**src/sbrw_pkg.sv**
```systemverilog
// Summary of operation
// With no remote write requested, the machine stays in its first idle state.
// Request with lock-out or local grant waits in second idle state until both clear.
// In idle states with bus hold high, local bus requests are granted.
// Acknowledge goes low as soon as a remote write request appears.
// With no local request and lock-out clear, next clock enters state B.
// Local bus requests are refused from leaving idle until back in idle.
// A local data access after idle is stalled in a remote wait state.
// Half a T-state after entering B, address and data buses float.
// State C raises bus owner, keeps acknowledge low, loads both wait counters; code loads one counter, from the count chosen by memory select.
// In C, instruction target with high-byte flag set drives instruction write strobe.
// Command select high enters D1 and opens the path into the config register.
// A mode change written to config takes effect one T-state after the write.
// Memory select 10 or 11 writes program counter low or high byte.
// Memory select 00 asserts data write strobe, floats buses, loops through waits.
// Memory select 01 with flag clear captures the byte into the low holding register.
// Flag set puts byte on bits 15-8, held byte on 7-0, strobes write.
// Reset clears the high-byte flag; writing select 01 also clears it.
// Wait input low near end of waits adds wait states while it stays low.
// Waits done and wait high enters E, raises acknowledge, holds there while requested.
// Remote processor ends its write only after acknowledge returns high.
// After request drops, enter F, then A3, toggling flag and bumping the counter; code toggles only for select 01 and bumps only after the high byte.
// A3 drops bus owner, floats buses half a T-state, then returns to idle.
// Transitions on clock edges, strobes synchronised, half-state actions on opposite phase.
`default_nettype none

package sbrw_pkg;

    // =========================================================================
    // Memory select encodings.
    localparam logic [1:0] SBRW_MS_DATA_MEMORY = 2'h0;
    localparam logic [1:0] SBRW_MS_INSTRUCTION_MEMORY = 2'h1;
    localparam logic [1:0] SBRW_MS_PCLO = 2'h2;
    localparam logic [1:0] SBRW_MS_PCHI = 2'h3;

    // =========================================================================
    // Field layout of the configuration byte written by the remote processor.
    localparam int SBRW_CFG_MS_LSB = 0;
    localparam int SBRW_CFG_MODE_LSB = 2;
    localparam logic [7:0] SBRW_CFG_RESET = 8'h00;
    localparam logic [15:0] SBRW_PC_RESET = 16'h0000;

    // =========================================================================
    // Remote access states, gray coded in the order listed.
    typedef enum logic [3:0] {
        SBRW_A1 = 4'h0,
        SBRW_A2 = 4'h1,
        SBRW_B = 4'h3,
        SBRW_C = 4'h2,
        SBRW_D1 = 4'h6,
        SBRW_D2 = 4'h7,
        SBRW_D3 = 4'h5,
        SBRW_D4 = 4'h4,
        SBRW_D5 = 4'hc,
        SBRW_D6 = 4'hd,
        SBRW_E = 4'hf,
        SBRW_F = 4'he,
        SBRW_A3 = 4'ha
    } sbrw_state_e;

endpackage

`default_nettype wire

```
**src/sbrw_sync.sv**
```systemverilog
`default_nettype none

module sbrw_sync (
    input wire logic core_clk_i, // Core clock.
    input wire logic rst_i,      // Asynchronous reset.
    input wire logic async_i,    // Level from outside the domain.
    output logic sync_o          // Synchronised level.
);

    logic stage1;

    always_ff @(posedge core_clk_i or posedge rst_i) begin
        if (rst_i) begin
            stage1 <= 1'b0;
            sync_o <= 1'b0;
        end else begin
            stage1 <= async_i;
            sync_o <= stage1;
        end
    end

endmodule

`default_nettype wire

```
**src/sbrw_remote_write.sv**
```systemverilog
`default_nettype none

module sbrw_remote_write
    import sbrw_pkg::*;
(
    input wire logic core_clk_i,                // CPU clock, one T-state per period.
    input wire logic rst_i,                     // Asynchronous reset, active high.
    input wire logic remote_access_enable_i,    // Remote access enable pin, active high.
    input wire logic remote_write_strobe_n_i,   // Remote write strobe pin, active low.
    input wire logic cmd_select_i,              // Command select pin: config register target.
    input wire logic wait_n_i,                  // External wait pin, active low.
    input wire logic [7:0] remote_data_i,       // Byte on the multiplexed bus from remote.
    input wire logic lock_out_remote_i,         // Lock-out-remote control bit.
    input wire logic bus_hold_i,                // Bus hold input; high allows local grants.
    input wire logic local_bus_request_i,       // Local bus request from CPU timing unit.
    input wire logic local_data_memory_access_i,       // CPU wants a data memory access.
    input wire logic [1:0] instr_wait_count_i,  // Programmed instruction wait states.
    input wire logic [2:0] data_wait_count_i,   // Programmed data wait states.
    output logic transfer_acknowledge_o,        // Acknowledge to remote, low stalls it.
    output logic local_bus_owner_n_o,           // Bus owner, high while remote owns buses.
    output logic local_bus_grant_o,             // Grant to the CPU timing unit.
    output logic remote_wait_tstate_o,          // Stalls CPU in a remote wait state.
    output logic bus_oe_n_o,                    // Address and data bus enable, low drives.
    output logic data_mem_write_strobe_n_o,     // Data memory write strobe, active low.
    output logic instr_mem_write_strobe_n_o,    // Instruction memory write strobe, low.
    output logic [15:0] instr_word_o,           // Instruction word to instruction memory.
    output logic [15:0] program_counter_o,      // Program counter.
    output logic [7:0] remote_interface_config_o, // Active config register.
    output logic high_instr_byte_flag_o         // Next instruction byte is the high one.
);

    // =========================================================================
    // Pin synchronisers.
    logic wr_strobe_n_s;
    logic wait_n_s;
    logic rae_s;
    logic cmd_s;

    // synchronised strobe inputs
    sbrw_sync u_sync_wr (
        .core_clk_i(core_clk_i),
        .rst_i(rst_i),
        .async_i(remote_write_strobe_n_i),
        .sync_o(wr_strobe_n_s)
    );

    sbrw_sync u_sync_wait (
        .core_clk_i(core_clk_i),
        .rst_i(rst_i),
        .async_i(wait_n_i),
        .sync_o(wait_n_s)
    );

    sbrw_sync u_sync_rae (
        .core_clk_i(core_clk_i),
        .rst_i(rst_i),
        .async_i(remote_access_enable_i),
        .sync_o(rae_s)
    );

    sbrw_sync u_sync_cmd (
        .core_clk_i(core_clk_i),
        .rst_i(rst_i),
        .async_i(cmd_select_i),
        .sync_o(cmd_s)
    );

    logic req;
    assign req = rae_s & ~wr_strobe_n_s;

    // =========================================================================
    // State and datapath registers.
    sbrw_state_e state, next_state;
    logic [2:0] wait_cnt, next_wait_cnt;
    logic high_instr_byte_flag, next_hib;
    logic [7:0] instr_low_holding, next_instr_low_holding;
    logic [15:0] instr_word, next_instr_word;
    logic [15:0] pc, next_pc;
    logic [7:0] cfg_pending, next_cfg_pending;
    logic [7:0] cfg_active, next_cfg_active;
    logic cfg_dirty, next_cfg_dirty;
    logic grant, next_grant;
    logic ack, next_ack;
    logic owner_n, next_owner_n;
    logic remote_wait_tstate, next_twr;
    logic dwr_n, next_dwr_n;
    logic iwr_n, next_iwr_n;
    logic float_req, next_float_req;
    logic bus_oe_n;
    logic [1:0] ms;

    assign ms = cfg_active[SBRW_CFG_MS_LSB +: 2];

    function automatic logic idle_state(input sbrw_state_e s);
        idle_state = (s == SBRW_A1) || (s == SBRW_A2) || (s == SBRW_A3);
    endfunction

    // =========================================================================
    // Next-state logic.
    always_comb begin
        next_state = state;
        next_wait_cnt = wait_cnt;
        next_hib = high_instr_byte_flag;
        next_instr_low_holding = instr_low_holding;
        next_instr_word = instr_word;
        next_pc = pc;
        next_cfg_pending = cfg_pending;
        next_cfg_active = cfg_active;
        next_cfg_dirty = cfg_dirty;
        next_iwr_n = 1'b1;
        next_dwr_n = 1'b1;
        case (state)
            SBRW_A1, SBRW_A2, SBRW_A3: begin
                // mode change applied one T-state after completion
                if (cfg_dirty) begin
                    next_cfg_active = cfg_pending;
                    next_cfg_dirty = 1'b0;
                    // selecting instruction memory realigns the word
                    if (cfg_pending[SBRW_CFG_MS_LSB +: 2] == SBRW_MS_INSTRUCTION_MEMORY) begin
                        next_hib = 1'b0;
                    end
                end
                // idle without a request
                if (!req) begin
                    next_state = SBRW_A1;
                // held off by lock-out or local grant
                end else if (lock_out_remote_i || grant) begin
                    next_state = SBRW_A2;
                // arbitration won
                end else if (!local_bus_request_i) begin
                    next_state = SBRW_B;
                end else begin
                    next_state = SBRW_A2;
                end
            end
            SBRW_B: begin
                // load the wait counter on the way into C
                next_state = SBRW_C;
                if (ms == SBRW_MS_INSTRUCTION_MEMORY) begin
                    next_wait_cnt = {1'b0, instr_wait_count_i};
                end else begin
                    next_wait_cnt = data_wait_count_i;
                end
                // early instruction strobe for the high byte
                if (!cmd_s && ms == SBRW_MS_INSTRUCTION_MEMORY && high_instr_byte_flag) begin
                    next_iwr_n = 1'b0;
                end
            end
            SBRW_C: begin
                // configuration register target
                if (cmd_s) begin
                    next_state = SBRW_D1;
                    next_cfg_pending = remote_data_i;
                    next_cfg_dirty = 1'b1;
                end else begin
                    case (ms)
                        // program counter bytes
                        SBRW_MS_PCLO: begin
                            next_state = SBRW_D2;
                            next_pc = {pc[15:8], remote_data_i};
                        end
                        SBRW_MS_PCHI: begin
                            next_state = SBRW_D3;
                            next_pc = {remote_data_i, pc[7:0]};
                        end
                        // data memory write, remote drives buses
                        SBRW_MS_DATA_MEMORY: begin
                            next_state = SBRW_D4;
                            next_dwr_n = 1'b0;
                        end
                        default: begin
                            if (!high_instr_byte_flag) begin
                                // capture low byte
                                next_state = SBRW_D5;
                                next_instr_low_holding = remote_data_i;
                            end else begin
                                // assemble and write the word
                                next_state = SBRW_D6;
                                next_instr_word = {remote_data_i, instr_low_holding};
                                next_iwr_n = 1'b0;
                            end
                        end
                    endcase
                end
            end
            SBRW_D1, SBRW_D2, SBRW_D3, SBRW_D4, SBRW_D5, SBRW_D6: begin
                next_dwr_n = dwr_n;
                next_iwr_n = iwr_n;
                // loop while programmed waits remain
                if (wait_cnt != 3'h0) begin
                    next_wait_cnt = wait_cnt - 3'h1;
                // external wait extends the access
                end else if (wait_n_s) begin
                    // waits done, enter E
                    next_state = SBRW_E;
                end
            end
            SBRW_E: begin
                next_dwr_n = ~req | dwr_n;
                next_iwr_n = ~req | iwr_n;
                // hold while request stands
                if (!req) begin
                    next_state = SBRW_F;
                end
            end
            SBRW_F: begin
                // flag toggle and counter increment on exit
                next_state = SBRW_A3;
                if (!cfg_dirty && ms == SBRW_MS_INSTRUCTION_MEMORY) begin
                    next_hib = ~high_instr_byte_flag;
                    if (high_instr_byte_flag) begin
                        next_pc = pc + 16'h0001;
                    end
                end
            end
            default: begin
                next_state = SBRW_A1;
            end
        endcase
        // float request follows the state being entered
        next_float_req = !idle_state(next_state);
    end

    // =========================================================================
    // Handshake and arbitration outputs.
    always_comb begin
        // acknowledge drops as soon as a request is seen
        next_ack = 1'b1;
        if (idle_state(next_state) == 1'b0 && next_state != SBRW_E
                && next_state != SBRW_F) begin
            next_ack = 1'b0;
        end
        if (idle_state(next_state) && req) begin
            next_ack = 1'b0;
        end
        // owner high from C through F
        next_owner_n = !(next_state == SBRW_C || next_state == SBRW_D1
            || next_state == SBRW_D2 || next_state == SBRW_D3
            || next_state == SBRW_D4 || next_state == SBRW_D5
            || next_state == SBRW_D6 || next_state == SBRW_E
            || next_state == SBRW_F);
        next_owner_n = ~next_owner_n;
        // grant in idle with bus hold high
        // no grant outside idle
        next_grant = idle_state(next_state) && bus_hold_i && local_bus_request_i
            && !(next_state == SBRW_B);
        if (next_state == SBRW_B) begin
            next_grant = 1'b0;
        end
        // stall a local data access while remote owns the buses
        next_twr = !idle_state(next_state) && local_data_memory_access_i;
    end

    // =========================================================================
    // Registers.
    always_ff @(posedge core_clk_i or posedge rst_i) begin
        if (rst_i) begin
            state <= SBRW_A1;
            wait_cnt <= 3'h0;
            // reset clears the high-byte flag
            high_instr_byte_flag <= 1'b0;
            instr_low_holding <= 8'h00;
            instr_word <= 16'h0000;
            pc <= SBRW_PC_RESET;
            cfg_pending <= SBRW_CFG_RESET;
            cfg_active <= SBRW_CFG_RESET;
            cfg_dirty <= 1'b0;
            grant <= 1'b0;
            ack <= 1'b1;
            owner_n <= 1'b0;
            remote_wait_tstate <= 1'b0;
            dwr_n <= 1'b1;
            iwr_n <= 1'b1;
            float_req <= 1'b0;
        end else begin
            state <= next_state;
            wait_cnt <= next_wait_cnt;
            high_instr_byte_flag <= next_hib;
            instr_low_holding <= next_instr_low_holding;
            instr_word <= next_instr_word;
            pc <= next_pc;
            cfg_pending <= next_cfg_pending;
            cfg_active <= next_cfg_active;
            cfg_dirty <= next_cfg_dirty;
            grant <= next_grant;
            ack <= next_ack;
            owner_n <= next_owner_n;
            remote_wait_tstate <= next_twr;
            dwr_n <= next_dwr_n;
            iwr_n <= next_iwr_n;
            float_req <= next_float_req;
        end
    end

    // buses float half a T-state after entering B, kept through half of A3
    // buses released back on the falling edge of A3
    always_ff @(negedge core_clk_i or posedge rst_i) begin
        if (rst_i) begin
            bus_oe_n <= 1'b0;
        end else begin
            bus_oe_n <= float_req;
        end
    end

    assign transfer_acknowledge_o = ack;
    assign local_bus_owner_n_o = owner_n;
    assign local_bus_grant_o = grant;
    assign remote_wait_tstate_o = remote_wait_tstate;
    assign bus_oe_n_o = bus_oe_n;
    assign data_mem_write_strobe_n_o = dwr_n;
    assign instr_mem_write_strobe_n_o = iwr_n;
    assign instr_word_o = instr_word;
    assign program_counter_o = pc;
    assign remote_interface_config_o = cfg_active;
    assign high_instr_byte_flag_o = high_instr_byte_flag;

endmodule

`default_nettype wire

```
**config.mk**
```make
export PLATFORM = sky130hd
export DESIGN_NAME = sbrw_remote_write
export DESIGN_NICKNAME = d
export VERILOG_FILES = /design/src/sbrw_pkg.sv /design/src/sbrw_sync.sv /design/src/sbrw_remote_write.sv
export SDC_FILE = /design/constraint.sdc
export NUM_CORES = 1
export LEC_CHECK = 0
export BUFFER_PORTS_ARGS = -buffer_cell sky130_fd_sc_hd__buf_2
export CAP_MARGIN = 10
export CORE_MARGIN = 2
export CORE_UTILIZATION = 54
export CTS_BUF_LIST = sky130_fd_sc_hd__clkbuf_8
export DETAILED_ROUTE_END_ITERATION = 16
export HOLD_SLACK_MARGIN = 0.1
export PLACE_DENSITY = 0.76
export SLEW_MARGIN = 20
export SYNTH_ARGS = -nofsm -noshare
export SYNTH_HDL_FRONTEND = slang
export SYNTH_SLANG_ARGS = --single-unit
```
**constraint.sdc**
```tcl
create_clock -name core_clk_i -period 5.69 [get_ports core_clk_i]
set_input_delay 0.2845 -clock core_clk_i [delete_from_list [all_inputs] [get_ports core_clk_i]]
set_output_delay 0.2845 -clock core_clk_i [all_outputs]
set_load 0.01 [all_outputs]
```
Word-level counts from Yosys, hierarchy flattened
Cells that the tools add are included.
- word-level logic and storage cells: 158
- input port bits: 23
- bits in registers: 81
- output and inout port bits: 48
- $add $sub $neg: 2
- reduce and logical (&&, ||, !) cells: 45
- bitwise gates (word level): 9
- multiplexer cells: 35
- equal/unequal tests: 41
- operators with widths (cell ; number):
    one-hot mux 16 bit (2 select lines) ; 2
    two-way mux 16 bit ; 3
    equality test 4 bit (second input constant) ; 10
    equality test 4 x 3 -> 1 bit (second input constant) ; 8
    one-hot mux 4 bit (6 select lines) ; 1
    != test 2 bit (second input constant) ; 10
    adder 16 x 1 -> 16 bit (second input constant) ; 1
    equality test 4 x 2 -> 1 bit (second input constant) ; 4
    two-way mux 4 bit ; 4
    two-way mux 1 bit ; 14
    one-hot mux 4 bit (3 select lines) ; 1
    AND reduction 4 bit ; 3
    AND reduction 6 bit ; 2
    logical OR 1 bit ; 11
    logical AND 1 bit ; 10
    equality test 4 x 1 -> 1 bit (second input constant) ; 2
    logical NOT 4 bit ; 2
    != test 4 bit (second input constant) ; 2
    AND reduction 2 bit ; 4
    nonzero test 2 bit ; 4
    two-way mux 2 bit ; 3
    two-way mux 3 bit ; 2
    inverter 1 bit ; 6
    one-hot mux 3 bit (2 select lines) ; 1
    other kinds (14) ; 22

Depth between registers and ports, before layout
Gate-level depths: netlist (run 1).
- word-level depth: 13
- gate-level depth with buffers: 7
- gate-level depth less buffers: 6

Hierarchy
Synthesis (run 1) repeated with hierarchy kept, for this count alone.
- cell total of the unflattened synthesis: 334
- area, all modules: 3777.4 sq um
- modules (own cells, without submodules) (module ; sequential area each (sq um) ; cells each ; instances ; area an instance (sq um)):
    sbrw_remote_write ; 1830.5 ; 322 ; 1 ; 3562.2
    sbrw_sync ; 50.0 ; 3 ; 4 ; 53.8

==> results of run 1 <==
## logic make-up (layout without fill, tap and decap cells)
logic type	count (synthesis)	in the layout
AOI/OAI and AO/OA	82	82
adders and majority gates	3	3
buffers and inverters	33	108
DFF	81	81
muxes	43	43
and+or+nand+nor	98	98
## cells in the mapped netlist (all sizes together) (5+ instances only)
| cell type | n |
|---|---|
| o211ai | 9 |
| buf | 9 |
| nand3 | 8 |
| mux2 | 42 |
| nand2 | 18 |
| clkbuf | 9 |
| nor2 | 18 |
| o22ai | 6 |
| o21ai | 8 |
| dfrtp | 77 |
| a21oi | 17 |
| nor3 | 13 |
| nand4 | 5 |
| nor4 | 7 |
| inv | 15 |
| o2bb2ai | 7 |
## through the flow
| step | hold slack (ns) | cell area, um2 | setup WS [ns] | utilization |
|---|---|---|---|---|
| floorplan | 0.316 | 3880 | 0.602 | - |
| global placement | 0.147 | 4270 | 2.08 | 0.622 |
| detailed placement | 0.150 | 4270 | 2.08 | 0.622 |
| CTS | 0.149 | 4550 | 1.72 | 0.662 |
| global route | 0.155 | 4580 | 1.69 | 0.666 |
| finish | 0.160 | 4580 | 1.73 | 0.666 |
## worst max-delay path by stage
stage / startpoint / end / slack, ns / depth (start not counted)
2_1_floorplan: rst_i / bus_oe_n_o / 0.60 / 1
3_3_place_gp: bus_oe_n_o / bus_oe_n_o / 2.08 / 1
3_5_place_dp: bus_oe_n_o / bus_oe_n_o / 2.08 / 1
4_1_cts: bus_oe_n_o / bus_oe_n_o / 1.72 / 1
5_1_grt: bus_oe_n_o / bus_oe_n_o / 1.69 / 1
6_report: bus_oe_n_o / bus_oe_n_o / 1.73 / 1
## final cells by class
| cell class | count | share of cell area |
|---|---|---|
| tap | 96 | 0.0262 |
| sequential | 81 | 0.444 |
| inverter | 15 | 0.0126 |
| clock buffer | 9 | 0.0271 |
| clock inverter | 7 | 0.0221 |
| timing repair buffer | 77 | 0.0951 |
| multi-input combinational | 226 | 0.373 |
## flip-flops by register name, indices dropped and copies added (netlist names), 3 cells and up
name and cells:
cfg_pending 8, remote_interface_config_o 8, state 4, wait_cnt 3
instr_low_holding 8, program_counter_o 16, instr_word_o 16
## layer usage
| metal | vias to the layer above | track usage | part of all wire |
|---|---|---|---|
| met5 | - | 0 | 0 |
| met4 | 0 | 0.110 | 0.019 |
| met3 | 18 | 0.0438 | 0.060 |
| met2 | 117 | 0.338 | 0.47 |
| met1 | 1537 | 0.341 | 0.45 |
| li1 | 1421 | - | - |
## power groups by stage
stage	registers [mW]	clock network, mW	logic (mW)
after CTS	0.935	0.481	0.654
after global placement	0.936	0	0.630
after detailed placement	0.947	0	0.646
final	0.939	0.468	0.656
after global routing	0.967	0.506	0.728
after floorplan	0.889	0	0.508
==> impl_metrics.tcl, run 1 <==
set metrics [dict create \
    p_sw_mw 0.755 \
    synth_seq_cells 81 \
    total_power_mw 2.06 \
    syn_area_per_cell_um2 11.4 \
    drt-initial-drc-count 231 \
    most-common-layout-cells "dfrtp_1 (77), buf_2 (70), mux2_2 (41), nand2_1 (18), a21oi_1 (17)" \
    rsz0062_at_grt "no" \
    p_int_mw 1.31 \
    ys_warn_count 0 \
    synthesis.instances 340 \
    hold_path.class "primary input to flip-flop" \
    die_area_um2 7870 \
    yosysTopAreaCell "dfrtp_1" \
    ys_seq_area_frac 0.524 \
    holdBufCountCts 5 \
    io_pins 71 \
    pwr-share-comb 0.318 \
    netlist_area_um2 3880 \
    antenna_found_initial 0 \
    synth_nets 366 \
    drive_above_1_share 0.349 \
    setup_viol 0 \
    worst_slew_pin_slew_ns 0.783 \
    cp_max_fo 1 \
    die_x_um 88.7 \
    clock_path_buffers 2 \
    start_util 0.564 \
    grt_max_degree 80 \
    grt_use_total 0.234 \
    post_cts_buffers 0 \
    mostFrequentLayoutCell "dfrtp_1" \
    synth-xor-area-share 0 \
    hp-start "local_data_memory_access_i" \
    setup_tns_ns 0 \
    wl_um 8830 \
    finalNonFillerCells 511 \
    clock_sinks 81 \
    clkPwrFrac 0.227 \
    worstSetupStartpointType "flip-flop" \
    detail-route-antenna-nets 0 \
    synthArstFlopShare 1.00 \
    reg2reg_from "float_req" \
    fp-row-count 30 \
    insertion_delay_ns 0.35 \
    via_per_inst 6.05 \
    via_count 3093 \
    max_stage_delay_ns 0.38 \
    wl_per_cell_um 17.3 \
    path_cells "buf_2" \
    fin_worst_skew_ns 0.0152 \
    ir_worst_vdd_mv 0.301 \
    fillers 551 \
    status "complete, no violations" \
    min_to "remote_wait_tstate_o" \
    cap_violations 0 \
    synth_top_area_share 0.497 \
    relSlewSlack 0.476 \
    drcViolationCount 0 \
    grt_pass1_wl_um 13900 \
    synth_top_family_by_area "simple AND/OR/NAND/NOR gates" \
    synthAdderAreaFrac 0.00968 \
    seq_area_um2 2030 \
    multi_input_area_um2 1710 \
    synth-simple-area-share 0.154 \
    place.gp.congestion 0.881 \
    root_buffer "clkbuf_8" \
    post-dp-hpwl_um 5870 \
    cts_tree "yes" \
    crit_arrival_ns 3.68 \
    area_growth_pct 18.1 \
    grt_overflow 0 \
    core_um2 6870 \
    power_density_nw_per_um2 451 \
    port_buffers 70 \
    die_y_um 88.7 \
    cp_num_buf_inv 1 \
    rr_worst_depth 0 \
    cts_buffers 9 \
    min_path_cells 3 \
    htreeDepth 3 \
    synth.area.mux_share 0.125 \
    ctsResizeCount 0 \
    cts.clk_slew.worst_paths_ns 0.08 \
    swShare 0.366 \
    leakage_nw 2.07 \
    diodes 0 \
    power_frac_seq 0.455 \
    ys_types 62 \
    first_pass_iters 5 \
    final_nets 436 \
    critPathSlowestCell "dfrtn_1" \
    timing.setup.critical_path_class "flip-flop to output pin" \
    crit_family "flip-flops" \
    grt_pass1_vias 2780 \
    r2r_slack_ns 2.32 \
    synthTopCellsByArea "dfrtp_1 (50%), mux2_2 (12%), a21oi_1 (2.2%)" \
    placed_cells 489 \
    synth_compound_area_frac 0.153 \
    report.final.slew_viol_count 0 \
    end_kind "output pin" \
    hold_violations 0 \
    synth_ff_type "dfrtp_1" \
    crit_required_ns 5.41 \
    reg2reg_to "bus_oe_n_o" \
    synth_edf_count 0 \
]
Note: power is estimated with default switching activity, not from simulation.
==> inputs of run 2 (changes only) <==
clock period = 3.9 ns   (was 5.69 ns; I/O delays follow)
==> run 2 against run 1 <==
First-iteration DRC count grew 23%. Sequential share of layout area increased by 0.54 points. Highest routed layer unchanged. Flip-flop and latch count stayed put. Utilization down 0.80 points. Total power up 41%. Combinational power is 46% higher. Cell area down 1.2%. Non-clock buffer count unchanged. Critical path type unchanged. Hold slack got worse by 0.041 ns.
==> impl_metrics.tcl, run 2 (same netlist as run 1, synthesis figures left out) <==
set metrics [dict create \
    timing.setup.critical_path_class "flip-flop to output pin" \
    grt_max_degree 80 \
    end_kind "output pin" \
    most-common-layout-cells "dfrtp_1 (77), buf_2 (70), mux2_2 (41), nand2_1 (18), a21oi_1 (17)" \
    mostFrequentLayoutCell "dfrtp_1" \
    clock_sinks 81 \
    critPathSlowestCell "dfrtn_1" \
    report.final.slew_viol_count 0 \
    via_count 3024 \
    post_cts_buffers 0 \
    io_pins 71 \
    cap_violations 0 \
    fin_worst_skew_ns 0.0143 \
    drt-initial-drc-count 283 \
    ctsResizeCount 0 \
    htreeDepth 3 \
    clock_path_buffers 2 \
    grt_pass1_wl_um 14400 \
    port_buffers 70 \
    crit_arrival_ns 2.78 \
    grt_overflow 0 \
    first_pass_iters 5 \
    wl_um 8930 \
    fp-row-count 30 \
    area_growth_pct 16.7 \
    core_um2 6870 \
    start_util 0.564 \
    rsz0062_at_grt "no" \
    status "complete, no violations" \
    hold_violations 0 \
    hold_path.class "primary input to flip-flop" \
    cp_max_fo 1 \
    crit_required_ns 3.70 \
    die_x_um 88.7 \
    post-dp-hpwl_um 6040 \
    crit_family "flip-flops" \
    leakage_nw 2.04 \
    worst_slew_pin_slew_ns 0.946 \
    power_density_nw_per_um2 643 \
    cp_num_buf_inv 1 \
    cts.clk_slew.worst_paths_ns 0.08 \
    die_y_um 88.7 \
    via_per_inst 5.92 \
    setup_tns_ns 0 \
    wl_per_cell_um 17.5 \
    path_cells "buf_2" \
    cts_buffers 9 \
    root_buffer "clkbuf_8" \
    holdBufCountCts 6 \
    diodes 0 \
    drive_above_1_share 0.347 \
    worstSetupStartpointType "flip-flop" \
    insertion_delay_ns 0.35 \
    drcViolationCount 0 \
    max_stage_delay_ns 0.38 \
    setup_viol 0 \
    die_area_um2 7870 \
    antenna_found_initial 0 \
    grt_use_total 0.242 \
    cts_tree "yes" \
    grt_pass1_vias 2834 \
    detail-route-antenna-nets 0 \
    place.gp.congestion 0.896 \
    utilization 0.658 \
    relSlewSlack 0.369 \
    final_nets 436 \
    ir_worst_vdd_mv 0.435 \
]
run 2: path summary, 6_finish.rpt:
kind,from,endpoint,slack (ns),cells past startpoint
min in group asynchronous,rst_i,u_sync_wait.stage1,0.27,3
hold / removal,bus_hold_i,local_bus_grant_o,0.12,2
setup reg to reg,remote_interface_config_o[0],instr_word_o[14],1.29,4
max in group asynchronous,rst_i,bus_oe_n_o,1.62,3
hold reg to reg,u_sync_cmd.stage1,u_sync_cmd.sync_o,0.35,0
setup / recovery,bus_oe_n_o,bus_oe_n_o,0.93,1
run 2: layer usage:
layer  track usage  vias up  routed length (um)
li1              -     1421                   -
met1         0.351     1486                4110
met2         0.361      105                4220
met3        0.0373       12                 437
met4         0.106        0                 164
met5             0        -                   0
run 2: power by group:
| part | switching [mW] | total, mW | internal [mW] |
|---|---|---|---|
| combinational | 0.505 | 0.956 | 0.451 |
| clock | 0.319 | 0.574 | 0.255 |
| sequential | 0.288 | 1.38 | 1.09 |
run 2: metrics by stage:
step	cells	setup slack, ns	cell area (um2)	hold WS [ns]	power, mW
finish	511	0.926	4520	0.119	2.91
global route	511	0.884	4520	0.125	3.11
CTS	511	0.914	4520	0.108	2.91
global placement	489	1.28	4280	0.0927	2.29
detailed placement	489	1.28	4280	0.0922	2.33
floorplan	340	0.925	3880	0.226	2.04
run 2: area by class of cell:
| class | count | area, um2 |
|---|---|---|
| Clock buffer | 10 | 138 |
| Clock inverter | 6 | 47.5 |
| Fill cell | 575 | 2350 |
| Inverter | 15 | 60.1 |
| Multi-Input combinational cell | 226 | 1710 |
| Sequential cell | 81 | 2030 |
| Tap cell | 96 | 120 |
| Timing Repair Buffer | 77 | 418 |
